## src/include/pdo_node_defs.svh

```systemverilog
// Register map, field positions, reset values and fixed numbers
// Included by the node design
`ifndef PDO_NODE_DEFS_SVH
`define PDO_NODE_DEFS_SVH

`define OFS_CFG        8'h00
`define OFS_TXTYPE     8'h04
`define OFS_GUARD      8'h08
`define OFS_HBPROD     8'h0C
`define OFS_HBCONS     8'h10
`define OFS_MAP        8'h14
`define OFS_STATUS     8'h18
`define OFS_IDS_TX     8'h1C
`define OFS_IDS_RX     8'h20

`define CFG_ID_MSB     6
`define CFG_MODE_BIT   8
`define GRD_TIME_MSB   15
`define GRD_FAC_LSB    16
`define GRD_FAC_MSB    23
`define HBC_NODE_LSB   16
`define HBC_NODE_MSB   22
`define HBC_ACT_BIT    31
`define MAP_TX_MSB     2
`define MAP_RX_LSB     4
`define MAP_RX_MSB     6
`define ST_GLOST_BIT   0
`define ST_HLOST_BIT   1
`define ST_WIN_BIT     8
`define ID_HI_LSB      16

`define COB_TPDO1      11'h180
`define COB_RPDO1      11'h200
`define COB_TPDO2      11'h280
`define COB_RPDO2      11'h300

`define TYPE_ACYC      8'h00
`define TYPE_CYC_MAX   8'hF0
`define TYPE_ASYNC     8'hFF
`define MAP_MAX        3'h4
`define MAP_RESET      3'h2
`define PDO1_LEN       4'h2

`define MS_NS          1000000
`define CLK_NS         20

`endif

```

## src/include/pdo_node_pkg.sv

```systemverilog
// Types shared by the process-data and error-control node
// Numbers live in pdo_node_defs.svh
package pdo_node_pkg;

    typedef enum logic {
        EC_GUARDING = 1'b0,
        EC_HEARTBEAT = 1'b1
    } ec_mode_t;

    typedef enum logic {
        WIN_SHUT = 1'b0,
        WIN_OPEN = 1'b1
    } win_t;

endpackage : pdo_node_pkg

```

## src/hw/pdo_node.sv

```systemverilog
// Process-data transmit and error control of a CANopen slave node
// Sits beside a CAN controller on pclk; event inputs are on pclk too
//
// How it works
// - Second pair uses 0x280/0x300 plus node
// - Type 0 acyclic, 1-240 cyclic, 255 async
// - Second pair mapping up to 4 objects
// - First pair mapping is fixed inside node
// - First pair identifiers are base plus node address
// - Guarding or heartbeat, one selected by config
// - Life time is guard time times factor
// - Node consumes heartbeat of one listed node
// - First pair uses 0x180/0x200 plus node
// - Acyclic sends changed data inside sync window
//
// Added by the designer: the register addresses and the APB register port.
`timescale 1ns/1ns
`include "pdo_node_defs.svh"

module pdo_node #(
    parameter int MS_CYCLES  = (`MS_NS + `CLK_NS - 1) / `CLK_NS,
    parameter int WIN_CYCLES = 1000,
    parameter int DATA_W     = 64
) (
    input  wire logic                  pclk,
    input  wire logic                  presetn,
    input  wire logic                  psel,
    input  wire logic                  penable,
    input  wire logic                  pwrite,
    input  wire logic [7:0]            paddr,
    input  wire logic [31:0]           pwdata,
    output logic      [31:0]           prdata,
    output logic                       pready,
    output logic                       pslverr,
    input  wire logic                  sync_pulse,
    input  wire logic                  guard_req,
    input  wire logic                  hb_rx,
    input  wire logic [6:0]            hb_rx_node,
    input  wire logic                  pdo1_valid,
    input  wire logic [15:0]           pdo1_data,
    input  wire logic                  pdo2_valid,
    input  wire logic [DATA_W-1:0]     pdo2_data,
    output logic                       tx_valid,
    input  wire logic                  tx_ready,
    output logic      [10:0]           tx_cob_id,
    output logic      [3:0]            tx_len,
    output logic      [DATA_W-1:0]     tx_data,
    output logic                       hb_tx,
    output logic                       guard_reply,
    output logic                       guard_lost,
    output logic                       hb_lost
);
    import pdo_node_pkg::*;

    typedef struct packed {
        logic [10:0]       cob;
        logic [3:0]        len;
        logic [DATA_W-1:0] data;
    } entry_t;

    typedef struct packed {
        logic [6:0]        node_id;
        ec_mode_t          mode;
        logic [7:0]        tx_type;
        logic [15:0]       guard_ms;
        logic [7:0]        life_fac;
        logic [15:0]       prod_ms;
        logic [15:0]       cons_ms;
        logic [6:0]        cons_node;
        logic              cons_act;
        logic [2:0]        map_tx;
        logic [2:0]        map_rx;
        logic              glost;
        logic              hlost;
        logic [31:0]       rdata;
        logic [31:0]       ms_div;
        logic [23:0]       guard_cnt;
        logic [15:0]       prod_cnt;
        logic [15:0]       cons_cnt;
        logic              hb_pulse;
        logic              grd_pulse;
        logic [15:0]       cur1;
        logic [15:0]       last1;
        logic [DATA_W-1:0] cur2;
        logic [DATA_W-1:0] last2;
        logic [7:0]        sync_cnt;
        logic              sync_due;
        win_t              win;
        logic [31:0]       win_cnt;
        logic [1:0][$bits(entry_t)-1:0] buf_mem;
        logic              wr_ptr;
        logic              rd_ptr;
        logic [1:0]        count;
    } st_t;

    st_t st;
    st_t next_st;

    // Identifier of a process-data object from its base and address
    function automatic logic [10:0] cob_of(input logic [10:0] base,
                                           input logic [6:0]  id);
        cob_of = base + {4'h0, id};
    endfunction : cob_of

    logic        wr_en;
    logic        rd_setup;
    logic        mapped;
    logic        ms_tick;
    logic        changed1;
    logic        changed2;
    logic        send2;
    logic        push;
    logic        pop;
    logic [23:0] life_ms;
    entry_t      new_entry;
    entry_t      head;

    always_comb begin
        case (paddr)
            `OFS_CFG, `OFS_TXTYPE, `OFS_GUARD, `OFS_HBPROD, `OFS_HBCONS,
            `OFS_MAP, `OFS_STATUS, `OFS_IDS_TX, `OFS_IDS_RX: mapped = 1'b1;
            default: mapped = 1'b0;
        endcase
    end

    assign wr_en    = psel && penable && pwrite && mapped;
    assign rd_setup = psel && !penable && !pwrite;
    assign pready   = 1'b1;
    assign pslverr  = psel && penable && !mapped;

    assign ms_tick  = (st.ms_div == 32'(MS_CYCLES - 1));
    assign life_ms  = st.guard_ms * st.life_fac;
    assign changed1 = (st.cur1 != st.last1);
    assign changed2 = (st.cur2 != st.last2);

    always_comb begin
        send2 = 1'b0;
        if (st.tx_type == `TYPE_ASYNC) begin
            send2 = changed2;
        end else if (st.tx_type == `TYPE_ACYC) begin
            send2 = changed2 && (st.win == WIN_OPEN);
        end else if (st.tx_type <= `TYPE_CYC_MAX) begin
            send2 = st.sync_due;
        end
    end

    // First pair is always asynchronous with a fixed one-word mapping
    always_comb begin
        if (changed1) begin
            new_entry.cob  = cob_of(`COB_TPDO1, st.node_id);
            new_entry.len  = `PDO1_LEN;
            new_entry.data = DATA_W'(st.cur1);
        end else begin
            new_entry.cob  = cob_of(`COB_TPDO2, st.node_id);
            new_entry.len  = {st.map_tx, 1'b0};
            new_entry.data = st.cur2;
        end
    end

    // A full buffer holds the pending send back; a newer value written meanwhile replaces it
    assign push     = (changed1 || send2) && (st.count != 2'h2);
    assign head     = entry_t'(st.buf_mem[st.rd_ptr]);
    assign pop      = tx_valid && tx_ready;
    assign tx_valid = (st.count != 2'h0);

    always_comb begin
        next_st           = st;
        next_st.hb_pulse  = 1'b0;
        next_st.grd_pulse = 1'b0;
        next_st.ms_div    = ms_tick ? 32'h0 : st.ms_div + 32'h1;

        if (pdo1_valid) begin
            next_st.cur1 = pdo1_data;
        end
        if (pdo2_valid) begin
            next_st.cur2 = pdo2_data;
        end

        // Sync window and cycle counting
        if (st.win == WIN_OPEN) begin
            if (st.win_cnt == 32'h0) begin
                next_st.win = WIN_SHUT;
            end else begin
                next_st.win_cnt = st.win_cnt - 32'h1;
            end
        end
        if (sync_pulse) begin
            next_st.win     = WIN_OPEN;
            next_st.win_cnt = 32'(WIN_CYCLES - 1);
            if (st.sync_cnt + 8'h1 >= st.tx_type) begin
                next_st.sync_cnt = 8'h0;
                next_st.sync_due = 1'b1;
            end else begin
                next_st.sync_cnt = st.sync_cnt + 8'h1;
            end
        end

        if (push) begin
            next_st.buf_mem[st.wr_ptr] = new_entry;
            next_st.wr_ptr             = !st.wr_ptr;
            if (changed1) begin
                next_st.last1 = st.cur1;
            end else begin
                next_st.last2 = st.cur2;
                // Keep a due flag raised by this same sync
                if (!sync_pulse || st.sync_cnt + 8'h1 < st.tx_type) begin
                    next_st.sync_due = 1'b0;
                end
            end
        end
        if (pop) begin
            next_st.rd_ptr = !st.rd_ptr;
        end
        next_st.count = st.count + {1'b0, push} - {1'b0, pop};

        // Node guarding, or heartbeat production in heartbeat mode
        if (st.mode == EC_GUARDING) begin
            if (guard_req) begin
                next_st.guard_cnt = 24'h0;
                next_st.grd_pulse = 1'b1;
            end else if (ms_tick && st.guard_cnt != 24'hFFFFFF) begin
                next_st.guard_cnt = st.guard_cnt + 24'h1;
            end
            if (life_ms != 24'h0 && st.guard_cnt >= life_ms) begin
                next_st.glost = 1'b1;
            end
        end else begin
            next_st.guard_cnt = 24'h0;
            if (ms_tick && st.prod_ms != 16'h0) begin
                if (st.prod_cnt + 16'h1 >= st.prod_ms) begin
                    next_st.prod_cnt = 16'h0;
                    next_st.hb_pulse = 1'b1;
                end else begin
                    next_st.prod_cnt = st.prod_cnt + 16'h1;
                end
            end
        end

        // Heartbeat consumer for the listed node
        if (!st.cons_act || (hb_rx && hb_rx_node == st.cons_node)) begin
            next_st.cons_cnt = 16'h0;
        end else if (ms_tick && st.cons_cnt != 16'hFFFF) begin
            next_st.cons_cnt = st.cons_cnt + 16'h1;
        end

        // Register writes; hardware set wins over the clear
        if (wr_en) begin
            case (paddr)
                `OFS_CFG: begin
                    next_st.node_id = pwdata[`CFG_ID_MSB:0];
                    next_st.mode    = ec_mode_t'(pwdata[`CFG_MODE_BIT]);
                end
                `OFS_TXTYPE: begin
                    next_st.tx_type  = pwdata[7:0];
                    next_st.sync_cnt = 8'h0;
                    next_st.sync_due = 1'b0;
                end
                `OFS_GUARD: begin
                    next_st.guard_ms = pwdata[`GRD_TIME_MSB:0];
                    next_st.life_fac = pwdata[`GRD_FAC_MSB:`GRD_FAC_LSB];
                end
                `OFS_HBPROD: next_st.prod_ms = pwdata[15:0];
                `OFS_HBCONS: begin
                    next_st.cons_ms   = pwdata[15:0];
                    next_st.cons_node = pwdata[`HBC_NODE_MSB:`HBC_NODE_LSB];
                    next_st.cons_act  = pwdata[`HBC_ACT_BIT];
                end
                `OFS_MAP: begin
                    if (pwdata[`MAP_TX_MSB:0] <= `MAP_MAX) begin
                        next_st.map_tx = pwdata[`MAP_TX_MSB:0];
                    end
                    if (pwdata[`MAP_RX_MSB:`MAP_RX_LSB] <= `MAP_MAX) begin
                        next_st.map_rx = pwdata[`MAP_RX_MSB:`MAP_RX_LSB];
                    end
                end
                `OFS_STATUS: begin
                    if (pwdata[`ST_GLOST_BIT]) begin
                        next_st.glost = 1'b0;
                    end
                    if (pwdata[`ST_HLOST_BIT]) begin
                        next_st.hlost = 1'b0;
                    end
                end
                default: ;
            endcase
        end
        if (st.mode == EC_GUARDING && life_ms != 24'h0 &&
            st.guard_cnt >= life_ms) begin
            next_st.glost = 1'b1;
        end
        if (st.cons_act && st.cons_ms != 16'h0 &&
            st.cons_cnt >= st.cons_ms) begin
            next_st.hlost = 1'b1;
        end

        // Read data captured in the setup phase
        if (rd_setup) begin
            next_st.rdata = 32'h0;
            case (paddr)
                `OFS_CFG: begin
                    next_st.rdata[`CFG_ID_MSB:0]  = st.node_id;
                    next_st.rdata[`CFG_MODE_BIT]  = st.mode;
                end
                `OFS_TXTYPE: next_st.rdata[7:0] = st.tx_type;
                `OFS_GUARD: begin
                    next_st.rdata[`GRD_TIME_MSB:0] = st.guard_ms;
                    next_st.rdata[`GRD_FAC_MSB:`GRD_FAC_LSB] = st.life_fac;
                end
                `OFS_HBPROD: next_st.rdata[15:0] = st.prod_ms;
                `OFS_HBCONS: begin
                    next_st.rdata[15:0] = st.cons_ms;
                    next_st.rdata[`HBC_NODE_MSB:`HBC_NODE_LSB] = st.cons_node;
                    next_st.rdata[`HBC_ACT_BIT] = st.cons_act;
                end
                `OFS_MAP: begin
                    next_st.rdata[`MAP_TX_MSB:0] = st.map_tx;
                    next_st.rdata[`MAP_RX_MSB:`MAP_RX_LSB] = st.map_rx;
                end
                `OFS_STATUS: begin
                    next_st.rdata[`ST_GLOST_BIT] = st.glost;
                    next_st.rdata[`ST_HLOST_BIT] = st.hlost;
                    next_st.rdata[`ST_WIN_BIT]   = st.win;
                end
                `OFS_IDS_TX: begin
                    next_st.rdata[10:0] = cob_of(`COB_TPDO1, st.node_id);
                    next_st.rdata[`ID_HI_LSB +: 11] =
                        cob_of(`COB_TPDO2, st.node_id);
                end
                `OFS_IDS_RX: begin
                    next_st.rdata[10:0] = cob_of(`COB_RPDO1, st.node_id);
                    next_st.rdata[`ID_HI_LSB +: 11] =
                        cob_of(`COB_RPDO2, st.node_id);
                end
                default: ;
            endcase
        end
    end

    always_ff @(posedge pclk or negedge presetn) begin
        if (!presetn) begin
            st          <= '0;
            st.mode     <= EC_GUARDING;
            st.tx_type  <= `TYPE_ASYNC;
            st.map_tx   <= `MAP_RESET;
            st.map_rx   <= `MAP_RESET;
            st.win      <= WIN_SHUT;
        end else begin
            st <= next_st;
        end
    end

    assign prdata      = st.rdata;
    assign tx_cob_id   = head.cob;
    assign tx_len      = head.len;
    assign tx_data     = head.data;
    assign hb_tx       = st.hb_pulse;
    assign guard_reply = st.grd_pulse;
    assign guard_lost  = st.glost;
    assign hb_lost     = st.hlost;

endmodule : pdo_node

```

## config.mk

```make
export PLATFORM = sky130hd
export DESIGN_NAME = pdo_node
export DESIGN_NICKNAME = d
export VERILOG_FILES = /design/src/include/pdo_node_pkg.sv /design/src/hw/pdo_node.sv
export VERILOG_INCLUDE_DIRS = /design/src /design/src/include
export SDC_FILE = /design/constraint.sdc
export NUM_CORES = 1
export LEC_CHECK = 0
export BUFFER_PORTS_ARGS = -buffer_cell sky130_fd_sc_hd__buf_2
export CORE_UTILIZATION = 30
export DETAILED_ROUTE_END_ITERATION = 16
export PLACE_DENSITY = 0.49
export SKIP_CTS_REPAIR_TIMING = 1
export SLEW_MARGIN = 20
export SYNTH_ARGS = -nofsm -noshare
export SYNTH_HDL_FRONTEND = slang
export SYNTH_SLANG_ARGS = --single-unit
```

## constraint.sdc

```tcl
create_clock -name pclk -period 16.76 [get_ports pclk]
set_input_delay 1.676 -clock pclk [delete_from_list [all_inputs] [get_ports pclk]]
set_output_delay 1.676 -clock pclk [all_outputs]
set_load 0.05 [all_outputs]
```

# After elaboration in Yosys (flattened, before gate mapping)
# Index checks and enable logic that the tools add are counted.
# word_totals
input_bits	138
regBits	570
elab_cells	184
output_inout_bits	118
# classes
multipliers	1
reduce_logical	55
mux	53
n_bitwise	2
add_sub_neg	12
n_lt_le_gt_ge	11
eq_ne	17
# op_table
cell	count
$mux 79	4
$bwmux 158	1
$demux 79 s1	1
$mux 24	3
$mux 32	2
$ne 64x64->1	1
$mux 16	3
$mux 42	1
$add 10x7->11 const A	3
$mux 33	1
$add 16x1->16 const B	2
$add 32x1->32 const B	1
$eq 32x16->1 const B	1
$eq 8x5->1 const B	4
$ge 16x16->1	2
$logic_not 32->1	1
$reduce_bool 16->1	2
$sub 32x1->32 const B	1
$pmux 7 s4	1
$add 24x1->24 const B	1
$ge 24x24->1	1
$mul 16x8->24	1
$ne 24x24->1 const B	1
$pmux 3 s8	1
other kinds (41)	111

# Logic depth before layout (Yosys ltp)
# Gate-level depths: netlist of the first run.
# depth
word_depth	9
ltp_mapped	26
mapped_depth_nobuf	23

# Worst setup path after synthesis of the first run
# No wires, ideal clock.
# synth_timing
path_kind	register to register
start	register st[541] (netlist bit)
end	register st, in the netlist guard_lost
setup_ps	136
required_time_ps	16624
arrival_time_ps	6190
n_path_buf	2
setup_slack_ps	10434
stages_incl_launch_ff	24
period_less_slack_ps	6326
cell_sequence	dfrtp_1 > clkbuf_1 > clkbuf_1 > nand2_1 > fa_1 > fa_1 > fa_1 > fa_1 > inv_1 > ha_1 > a21o_1 > a221o_1 > a2111oi_0 > o21ai_0 > a31o_2 > a21oi_1 > xor2_1 > ha_1 > a21o_1 > a21o_1 > a21oi_1 > o21ai_0 > a22oi_1 > a32oi_1
# synth_rtl
element	line_no	text
start: declaration	pdo_node.sv:96	st_t st;
start signal: assignment	pdo_node.sv:348	st <= next_st;

==> results of run 1 <==
metal layers:
layer | GRT usage (%) | up-vias | part of all wire [%] | wire length (um)
met3 | 3.409 | 124 | 5.1 | 4438
met5 | 0 | - | 0.12 | 106
met2 | 26.24 | 386 | 45 | 39340
met4 | 4.612 | 16 | 2.2 | 1902
met1 | 23.50 | 10920 | 47 | 41180
li1 | - | 10050 | - | -
cell type report:
cell class | instances | area, um^2
inverter | 146 | 548.0
timing repair buffer | 268 | 1444
multi-input combinational | 1900 | 15560
antenna | 4 | 10.01
clock inverter | 29 | 312.8
sequential | 565 | 14150
clock buffer | 97 | 2034
tap | 1368 | 1712
fill | 10360 | 66400
where the power goes:
group | switching [W] | total (W) | internal, W
Sequential | 0.0000933 | 0.00155 | 0.00146
Combinational | 0.000446 | 0.000680 | 0.000234
Clock | 0.000617 | 0.00155 | 0.000929
stage by stage:
| step | area, um^2 | setup slack (ns) | total power, W | cells |
|---|---|---|---|---|
| finish | 35780 | 9.632 | 0.003778 | 4377 |
| global route | 35770 | 9.090 | 0.003953 | 4374 |
| CTS | 35740 | 9.539 | 0.003849 | 4372 |
| detailed placement | 33390 | 9.596 | 0.002270 | 4246 |
| global placement | 33390 | 9.638 | 0.002263 | 4246 |
| floorplan | 31060 | 10.43 | 0.002053 | 2782 |
logic make-up (layout without fill, tap and decap cells):
logic type,after synthesis,count (layout),synth area share (%)
multiplexers,356,356,12.90
adder cells (fa/ha/maj),200,200,10.09
buffers and inverters,317,540,4.563
AND/OR/NAND/NOR,736,736,11.82
other,2,12,0.02420
flip-flops,565,565,45.59
XOR/XNOR,214,214,6.039
AO/OA/AOI/OAI,386,386,8.969
flip-flops by register name, indices dropped and copies added (netlist names):
register / cells
st: 534
prdata: 27
guard_lost: 1
guard_reply: 1
hb_lost: 1
hb_tx: 1
Yosys cell counts, types with 44 or more instances:
library cell / n
ha_1: 116
xnor2_1: 124
nand3_1: 44
inv_1: 145
a22o_1: 101
buf_4: 55
o21ai_0: 86
nand2_1: 231
nand4_1: 57
fa_1: 84
nor2_1: 148
mux2_2: 310
dfrtp_1: 555
xor2_1: 90
clkbuf_1: 99
and2_1: 60
a21oi_1: 55
worst max-delay path by stage:
stage / startpoint / cells past startpoint / slack, ns / end
floorplan: st[541] / 23 / 10.43 / guard_lost
global placement: st[541] / 21 / 9.64 / guard_lost
detailed placement: st[541] / 21 / 9.60 / guard_lost
CTS: st[538] / 21 / 9.54 / guard_lost
global route: st[538] / 21 / 9.09 / guard_lost
finish: st[541] / 21 / 9.63 / guard_lost
==> out/metrics.csv, run 1 <==
stage;metric;value;unit
worst_setup_path;crit_required;17.23;ns
detailed_routing;antenna_left;0;
sta;fmax;140.3;MHz
final_layout;area_delta_synth_final;15.27;%
hold_path;min_path_type;flop to flop;
final_layout;final_cell_mix;dfrtp_1 (554), mux2_2 (310), buf_2 (238), nand2_1 (230), nor2_1 (147);
worst_setup_path;cp_num_buf_inv;1;
sta;period_needed;7.128;ns
worst_setup_path;path_cells;nand2_1 -> fa_1 -> fa_1 -> fa_1 -> fa_1 -> inv_1 -> ha_1 -> a21o_1 -> a221o_1 -> a2111oi_0 -> o21ai_0 -> a31o_2 -> a21oi_1 -> xor2_1 -> ha_1 -> a21o_1 -> a21o_1 -> a21oi_1 -> o21ai_0 -> a22oi_1 -> a32oi_1;
clock_network;cts.path.max_buffers;3;
sta;relSlewSlack;26.40;%
power_and_ir_drop;peakVddDrop;0.06627;mV
logic_synthesis;synth_top_area_cell;dfrtp_1;
sta;final.setup_skew;0.02239;ns
global_route;first_global_vias;21970;
logic_synthesis;synth_ff_type;dfrtp_1;
floorplan;die_area;104800;um^2
worst_setup_path;r2r-end;guard_lost;
logic_synthesis;syn_area;31040;um^2
clock_network;htree_levels;3;
clock_network;clock_latency;0.62;ns
worst_setup_path;rr_startpoint;st[541];
sta;final-hold-violation-count;0;
logic_synthesis;async_flop_share;100.0;%
detailed_routing;vias_per_cell;4.912;
floorplan;die_h;323.7;um
worst_setup_path;crit_path_max_incr_delay;0.76;ns
sta;worst-slew-pin-transition;1.104;ns
hold_path;min_path_cells;1;
logic_synthesis;synth_area_leaders;dfrtp_1 (45%), mux2_2 (11%), fa_1 (5.4%), ha_1 (4.7%), xnor2_1 (3.5%);
logic_synthesis;synth_top_area_share;44.75;%
clock_network;cts_buffers;70;
logic_synthesis;synth_edf_count;0;
logic_synthesis;synth_cell_types;76;
logic_synthesis;synth-seq-area-share;45.59;%
hold_path;holdPathEnd;st[79];
worst_setup_path;path_common_cell;fa_1;
sta;hold_ws;0.4593;ns
clock_network;cts_root_buf;clkbuf_16;
global_route;overflow;0;
sta;rsz0062_at_grt;no;
global_route;antenna_found_initial;13;
detailed_routing;wl_per_cell;19.87;um
final_layout;layout_commonest_cell;dfrtp_1;
logic_synthesis;syn_area_per_cell;11.18;um^2
power_and_ir_drop;power_density;105.6;nW/um^2
detailed_routing;drcViolationCount;0;
detailed_routing;totalWireLength;86970;um
hold_path;hold_path.startpoint;st[79];
detailed_routing;first_iter_violations;1330;
final_layout;nNetsFinal;3289;
global_route;grt_max_degree;103;
outcome;status;complete, no violations;
power_and_ir_drop;power_leakage;16.46;nW
logic_synthesis;ys_ff_latch;565;
worst_setup_path;cp-end-kind;flop;
worst_setup_path;start_kind;flop;
worst_setup_path;rr_worst_depth;21;
floorplan;start_util;30.38;%
flow_run;cap_violations;0;
logic_synthesis;synthCells;2776;
worst_setup_path;reg2reg_slack;9.63;ns
floorplan;core_area;102200;um^2
floorplan;rows;117;
logic_synthesis;yosys_warnings;0;
sta;timing.final.max_slew_violations;0;
worst_setup_path;cp_top_family;compound AO/OA/AOI/OAI gates;
global_route;track_usage;16.80;%
worst_setup_path;path_max_fanout;18;
sta;setup_violations;0;
detailed_routing;dr.pass1.iters;7;
clock_network;tritoncts;done;
detailed_routing;route.vias.total;21500;
final_layout;fin_util;35.01;%
global_route;grt_pass1_wl;134900;um
sta;fin_setup_tns;0;ns
worst_setup_path;worstPathArrival;7.60;ns
clock_network;path_clk_slew;0.05;ns
floorplan;ioPinCount;256;
floorplan;fp.dieW;323.7;um
placed_design;portBuffers;240;
worst_setup_path;path_class;flop to flop;
final_layout;drive_above_1_share;24.56;%
worst_setup_path;slowest_stage;dfrtp_1;
placed_design;gp_congestion;0.7941;
placed_design;place_hpwl;61860;um
sta;fin_crit_sh;42.53;%
clock_network;cts.sinks;565;
No activity file was read; power rests on OpenSTA's default activity.
==> run 2, diff against run 1 <==
--- a/config.mk
+++ b/config.mk
@@ -6,6 +6,7 @@
 export SDC_FILE = /design/constraint.sdc
 export NUM_CORES = 1
 export LEC_CHECK = 0
+export ABC_AREA = 1
 export BUFFER_PORTS_ARGS = -buffer_cell sky130_fd_sc_hd__buf_2
 export CORE_UTILIZATION = 30
 export DETAILED_ROUTE_END_ITERATION = 16
==> constraint.sdc (replaced) <==
create_clock -name pclk -period 6.8 [get_ports pclk]
set_input_delay 0.68 -clock pclk [delete_from_list [all_inputs] [get_ports pclk]]
set_output_delay 0.68 -clock pclk [all_outputs]
set_load 0.05 [all_outputs]
==> run 2 against run 1 <==
Effect of this change: die area rose by 6.2%; sequential share of layout area fell by 2.1 points; combinational power rose to 2.6 times the previous value; critical path depth rose by 5; synthesized cell count rose by 56%; utilization fell by 0.34 points; hold slack got worse by 0.39 ns; register-to-register slack got worse by 8.7 ns; critical endpoint unchanged; largest power group is now the clock network.
==> out/metrics.csv, run 2 <==
stage;metric;value;unit
outcome;status;complete, no violations;
placed_design;gp_congestion;0.8199;
clock_network;clock_latency;0.65;ns
logic_synthesis;synth_area_leaders;dfrtp_1 (42%), nand2_1 (18%), o21ai_0 (6.8%), inv_1 (6.2%), fa_1 (5.1%);
floorplan;die_h;333.6;um
detailed_routing;antenna_left;0;
logic_synthesis;synth-seq-area-share;42.90;%
sta;fin_setup_tns;0;ns
logic_synthesis;synth_edf_count;0;
logic_synthesis;synthCells;4320;
power_and_ir_drop;p_int;0.006374;W
power_and_ir_drop;pwr-share-seq;39.5;%
global_route;use_met1;22.81;%
clock_network;cts_buffers;73;
logic_synthesis;syn_area;32980;um^2
power_and_ir_drop;clock_power_share;42.3;%
clock_network;htree_levels;3;
detailed_routing;drcViolationCount;0;
logic_synthesis;ys_ff_latch;565;
global_route;grt_max_degree;157;
worst_setup_path;crit_path_max_incr_delay;0.87;ns
floorplan;die_area;111300;um^2
logic_synthesis;async_flop_share;100.0;%
power_and_ir_drop;power_leakage;18.88;nW
power_and_ir_drop;p_sw_share;32.98;%
worst_setup_path;path_max_fanout;16;
floorplan;rows;121;
sta;period_needed;5.903;ns
logic_synthesis;synth_cell_types;59;
global_route;grt_pass1_wl;151400;um
sta;setup_violations;0;
final_layout;final_area;37740;um^2
floorplan;fp.dieW;333.6;um
worst_setup_path;start_kind;flop;
clock_network;cts_root_buf;clkbuf_16;
floorplan;start_util;30.30;%
final_layout;nNetsFinal;4795;
placed_design;post_dp_cell_area;35220;um^2
logic_synthesis;synth_ff_type;dfrtp_1;
detailed_routing;dr.pass1.iters;5;
clock_network;cts.path.max_buffers;3;
sta;worst-slew-pin-transition;1.134;ns
clock_network;tritoncts;done;
placed_design;portBuffers;240;
final_layout;final_cell_mix;nand2_1 (1542), dfrtp_1 (554), inv_1 (542), o21ai_0 (447), buf_2 (238);
global_route;use_met3;4.587;%
logic_synthesis;synthTopCellsByCount;nand2_1 (1542), dfrtp_1 (555), inv_1 (542), o21ai_0 (447), nor2_1 (226);
worst_setup_path;path_common_cell;nand2_1;
floorplan;ioPinCount;256;
floorplan;core_area;108900;um^2
logic_synthesis;syn_area_per_cell;7.635;um^2
logic_synthesis;yosys_warnings;0;
global_route;track_usage;17.29;%
power_and_ir_drop;power_density;252.0;nW/um^2
sta;final-hold-violation-count;0;
placed_design;place_hpwl;68360;um
final_layout;largest_reg_flops;534;
global_route;met2_usage;27.62;%
sta;rsz0062_at_grt;no;
worst_setup_path;path_class;flop to flop;
worst_setup_path;worstPathArrival;6.48;ns
logic_synthesis;yosysMostFrequentCell;nand2_1;
detailed_routing;route.vias.total;27350;
hold_path;min_path_type;input port to async pin;
final_layout;fill_cells;11620;
sta;fin_crit_sh;86.81;%
final_layout;regMostFlops;st;
clock_network;cts.sinks;565;
sta;relSlewSlack;24.43;%
global_route;first_global_vias;26400;
detailed_routing;wl_per_cell;16.24;um
final_layout;layout_commonest_cell;nand2_1;
logic_synthesis;synth_top_area_share;42.11;%
detailed_routing;vias_per_cell;4.611;
final_layout;drive_above_1_share;9.524;%
power_and_ir_drop;peakVddDrop;0.1755;mV
final_layout;area_delta_synth_final;14.42;%
worst_setup_path;cp-end-kind;flop;
logic_synthesis;synth_top_area_cell;dfrtp_1;
sta;final.setup_skew;0.03242;ns
clock_network;path_clk_slew;0.06;ns
detailed_routing;totalWireLength;96320;um
global_route;overflow;0;
sta;timing.final.max_slew_violations;0;
worst_setup_path;crit_required;7.37;ns
detailed_routing;first_iter_violations;1962;
global_route;top_usage_layer;met2;
worst_setup_path;slowest_stage;dfrtp_1;
flow_run;cap_violations;0;
global_route;antenna_found_initial;12;
power_and_ir_drop;comb_power_share;18.2;%
power_and_ir_drop;netSwitchingPower;0.003137;W
sta;fmax;169.4;MHz
## run 2: layout make-up
class | instances | area [um^2] | area share (%)
inverter | 554 | 2082 | 5.517
timing repair buffer | 258 | 1386 | 3.673
tap | 1414 | 1769 | 4.688
multi-input combinational | 3005 | 15830 | 41.95
clock buffer | 105 | 2118 | 5.613
sequential | 565 | 14150 | 37.51
clock inverter | 28 | 391.6 | 1.038
antenna | 2 | 5.005 | 0.01326
## run 2: worst paths after layout
kind / from / end / slack, ns / depth (start not counted)
setup / recovery: st[538] / guard_lost / 0.90 / 26
hold / removal: presetn / st[375] / 0.07 / 1
setup reg to reg: st[538] / guard_lost / 0.90 / 26
hold reg to reg: st[79] / st[79] / 0.45 / 2
max in group asynchronous: presetn / st[132] / 5.28 / 2
min in group pclk: pdo2_data[23] / st[291] / 0.24 / 3
## run 2: kinds of logic after synthesis
family	synth area share [%]
xor gates and xnor gates	2.841
AOI/OAI and AO/OA	10.30
and+or+nand+nor	25.14
adders and majority gates	9.499
other	0.02277
buffers and inverters	9.290
DFF	42.90
## run 2: metal layers
| layer | routed length [um] | part of all wire [%] |
|---|---|---|
| met1 | 43140 | 45 |
| met2 | 43870 | 46 |
| met3 | 6661 | 6.9 |
| met4 | 2557 | 2.7 |
| met5 | 95 | 0.099 |
## run 2: critical path, delay by kind of cell (launching register included)
family | cells | cell delay (ns)
adders and majority gates | 6 | 2.76
and+or+nand+nor | 15 | 1.70
DFF | 1 | 0.87
AOI/OAI and AO/OA | 1 | 0.30
buffers and inverters | 4 | 0.20
## run 2: power groups by stage
| stage | Clock, W | Sequential, W | Combinational [W] |
|---|---|---|---|
| after floorplan | 0 | 0.00374 | 0.00124 |
| after global placement | 0 | 0.00381 | 0.00177 |
| after detailed placement | 0 | 0.00381 | 0.00178 |
| after CTS | 0.00416 | 0.00376 | 0.00178 |
| after global routing | 0.00428 | 0.00379 | 0.00194 |
| final | 0.00402 | 0.00375 | 0.00174 |
## run 2: metrics by stage
step	utilization (%)	power (W)	hold slack, ns	instances	worst slack [ns]
2_1_floorplan	-	0.004983	0.3844	4326	1.619
3_3_place_gp	32.36	0.005583	0.4302	5796	0.8992
3_5_place_dp	32.36	0.005590	0.4354	5796	0.8739
4_1_cts	34.66	0.009694	0.05858	5929	0.8631
5_1_grt	34.67	0.01001	0.09046	5930	0.3322
6_report	34.67	0.009511	0.07142	5931	0.8967
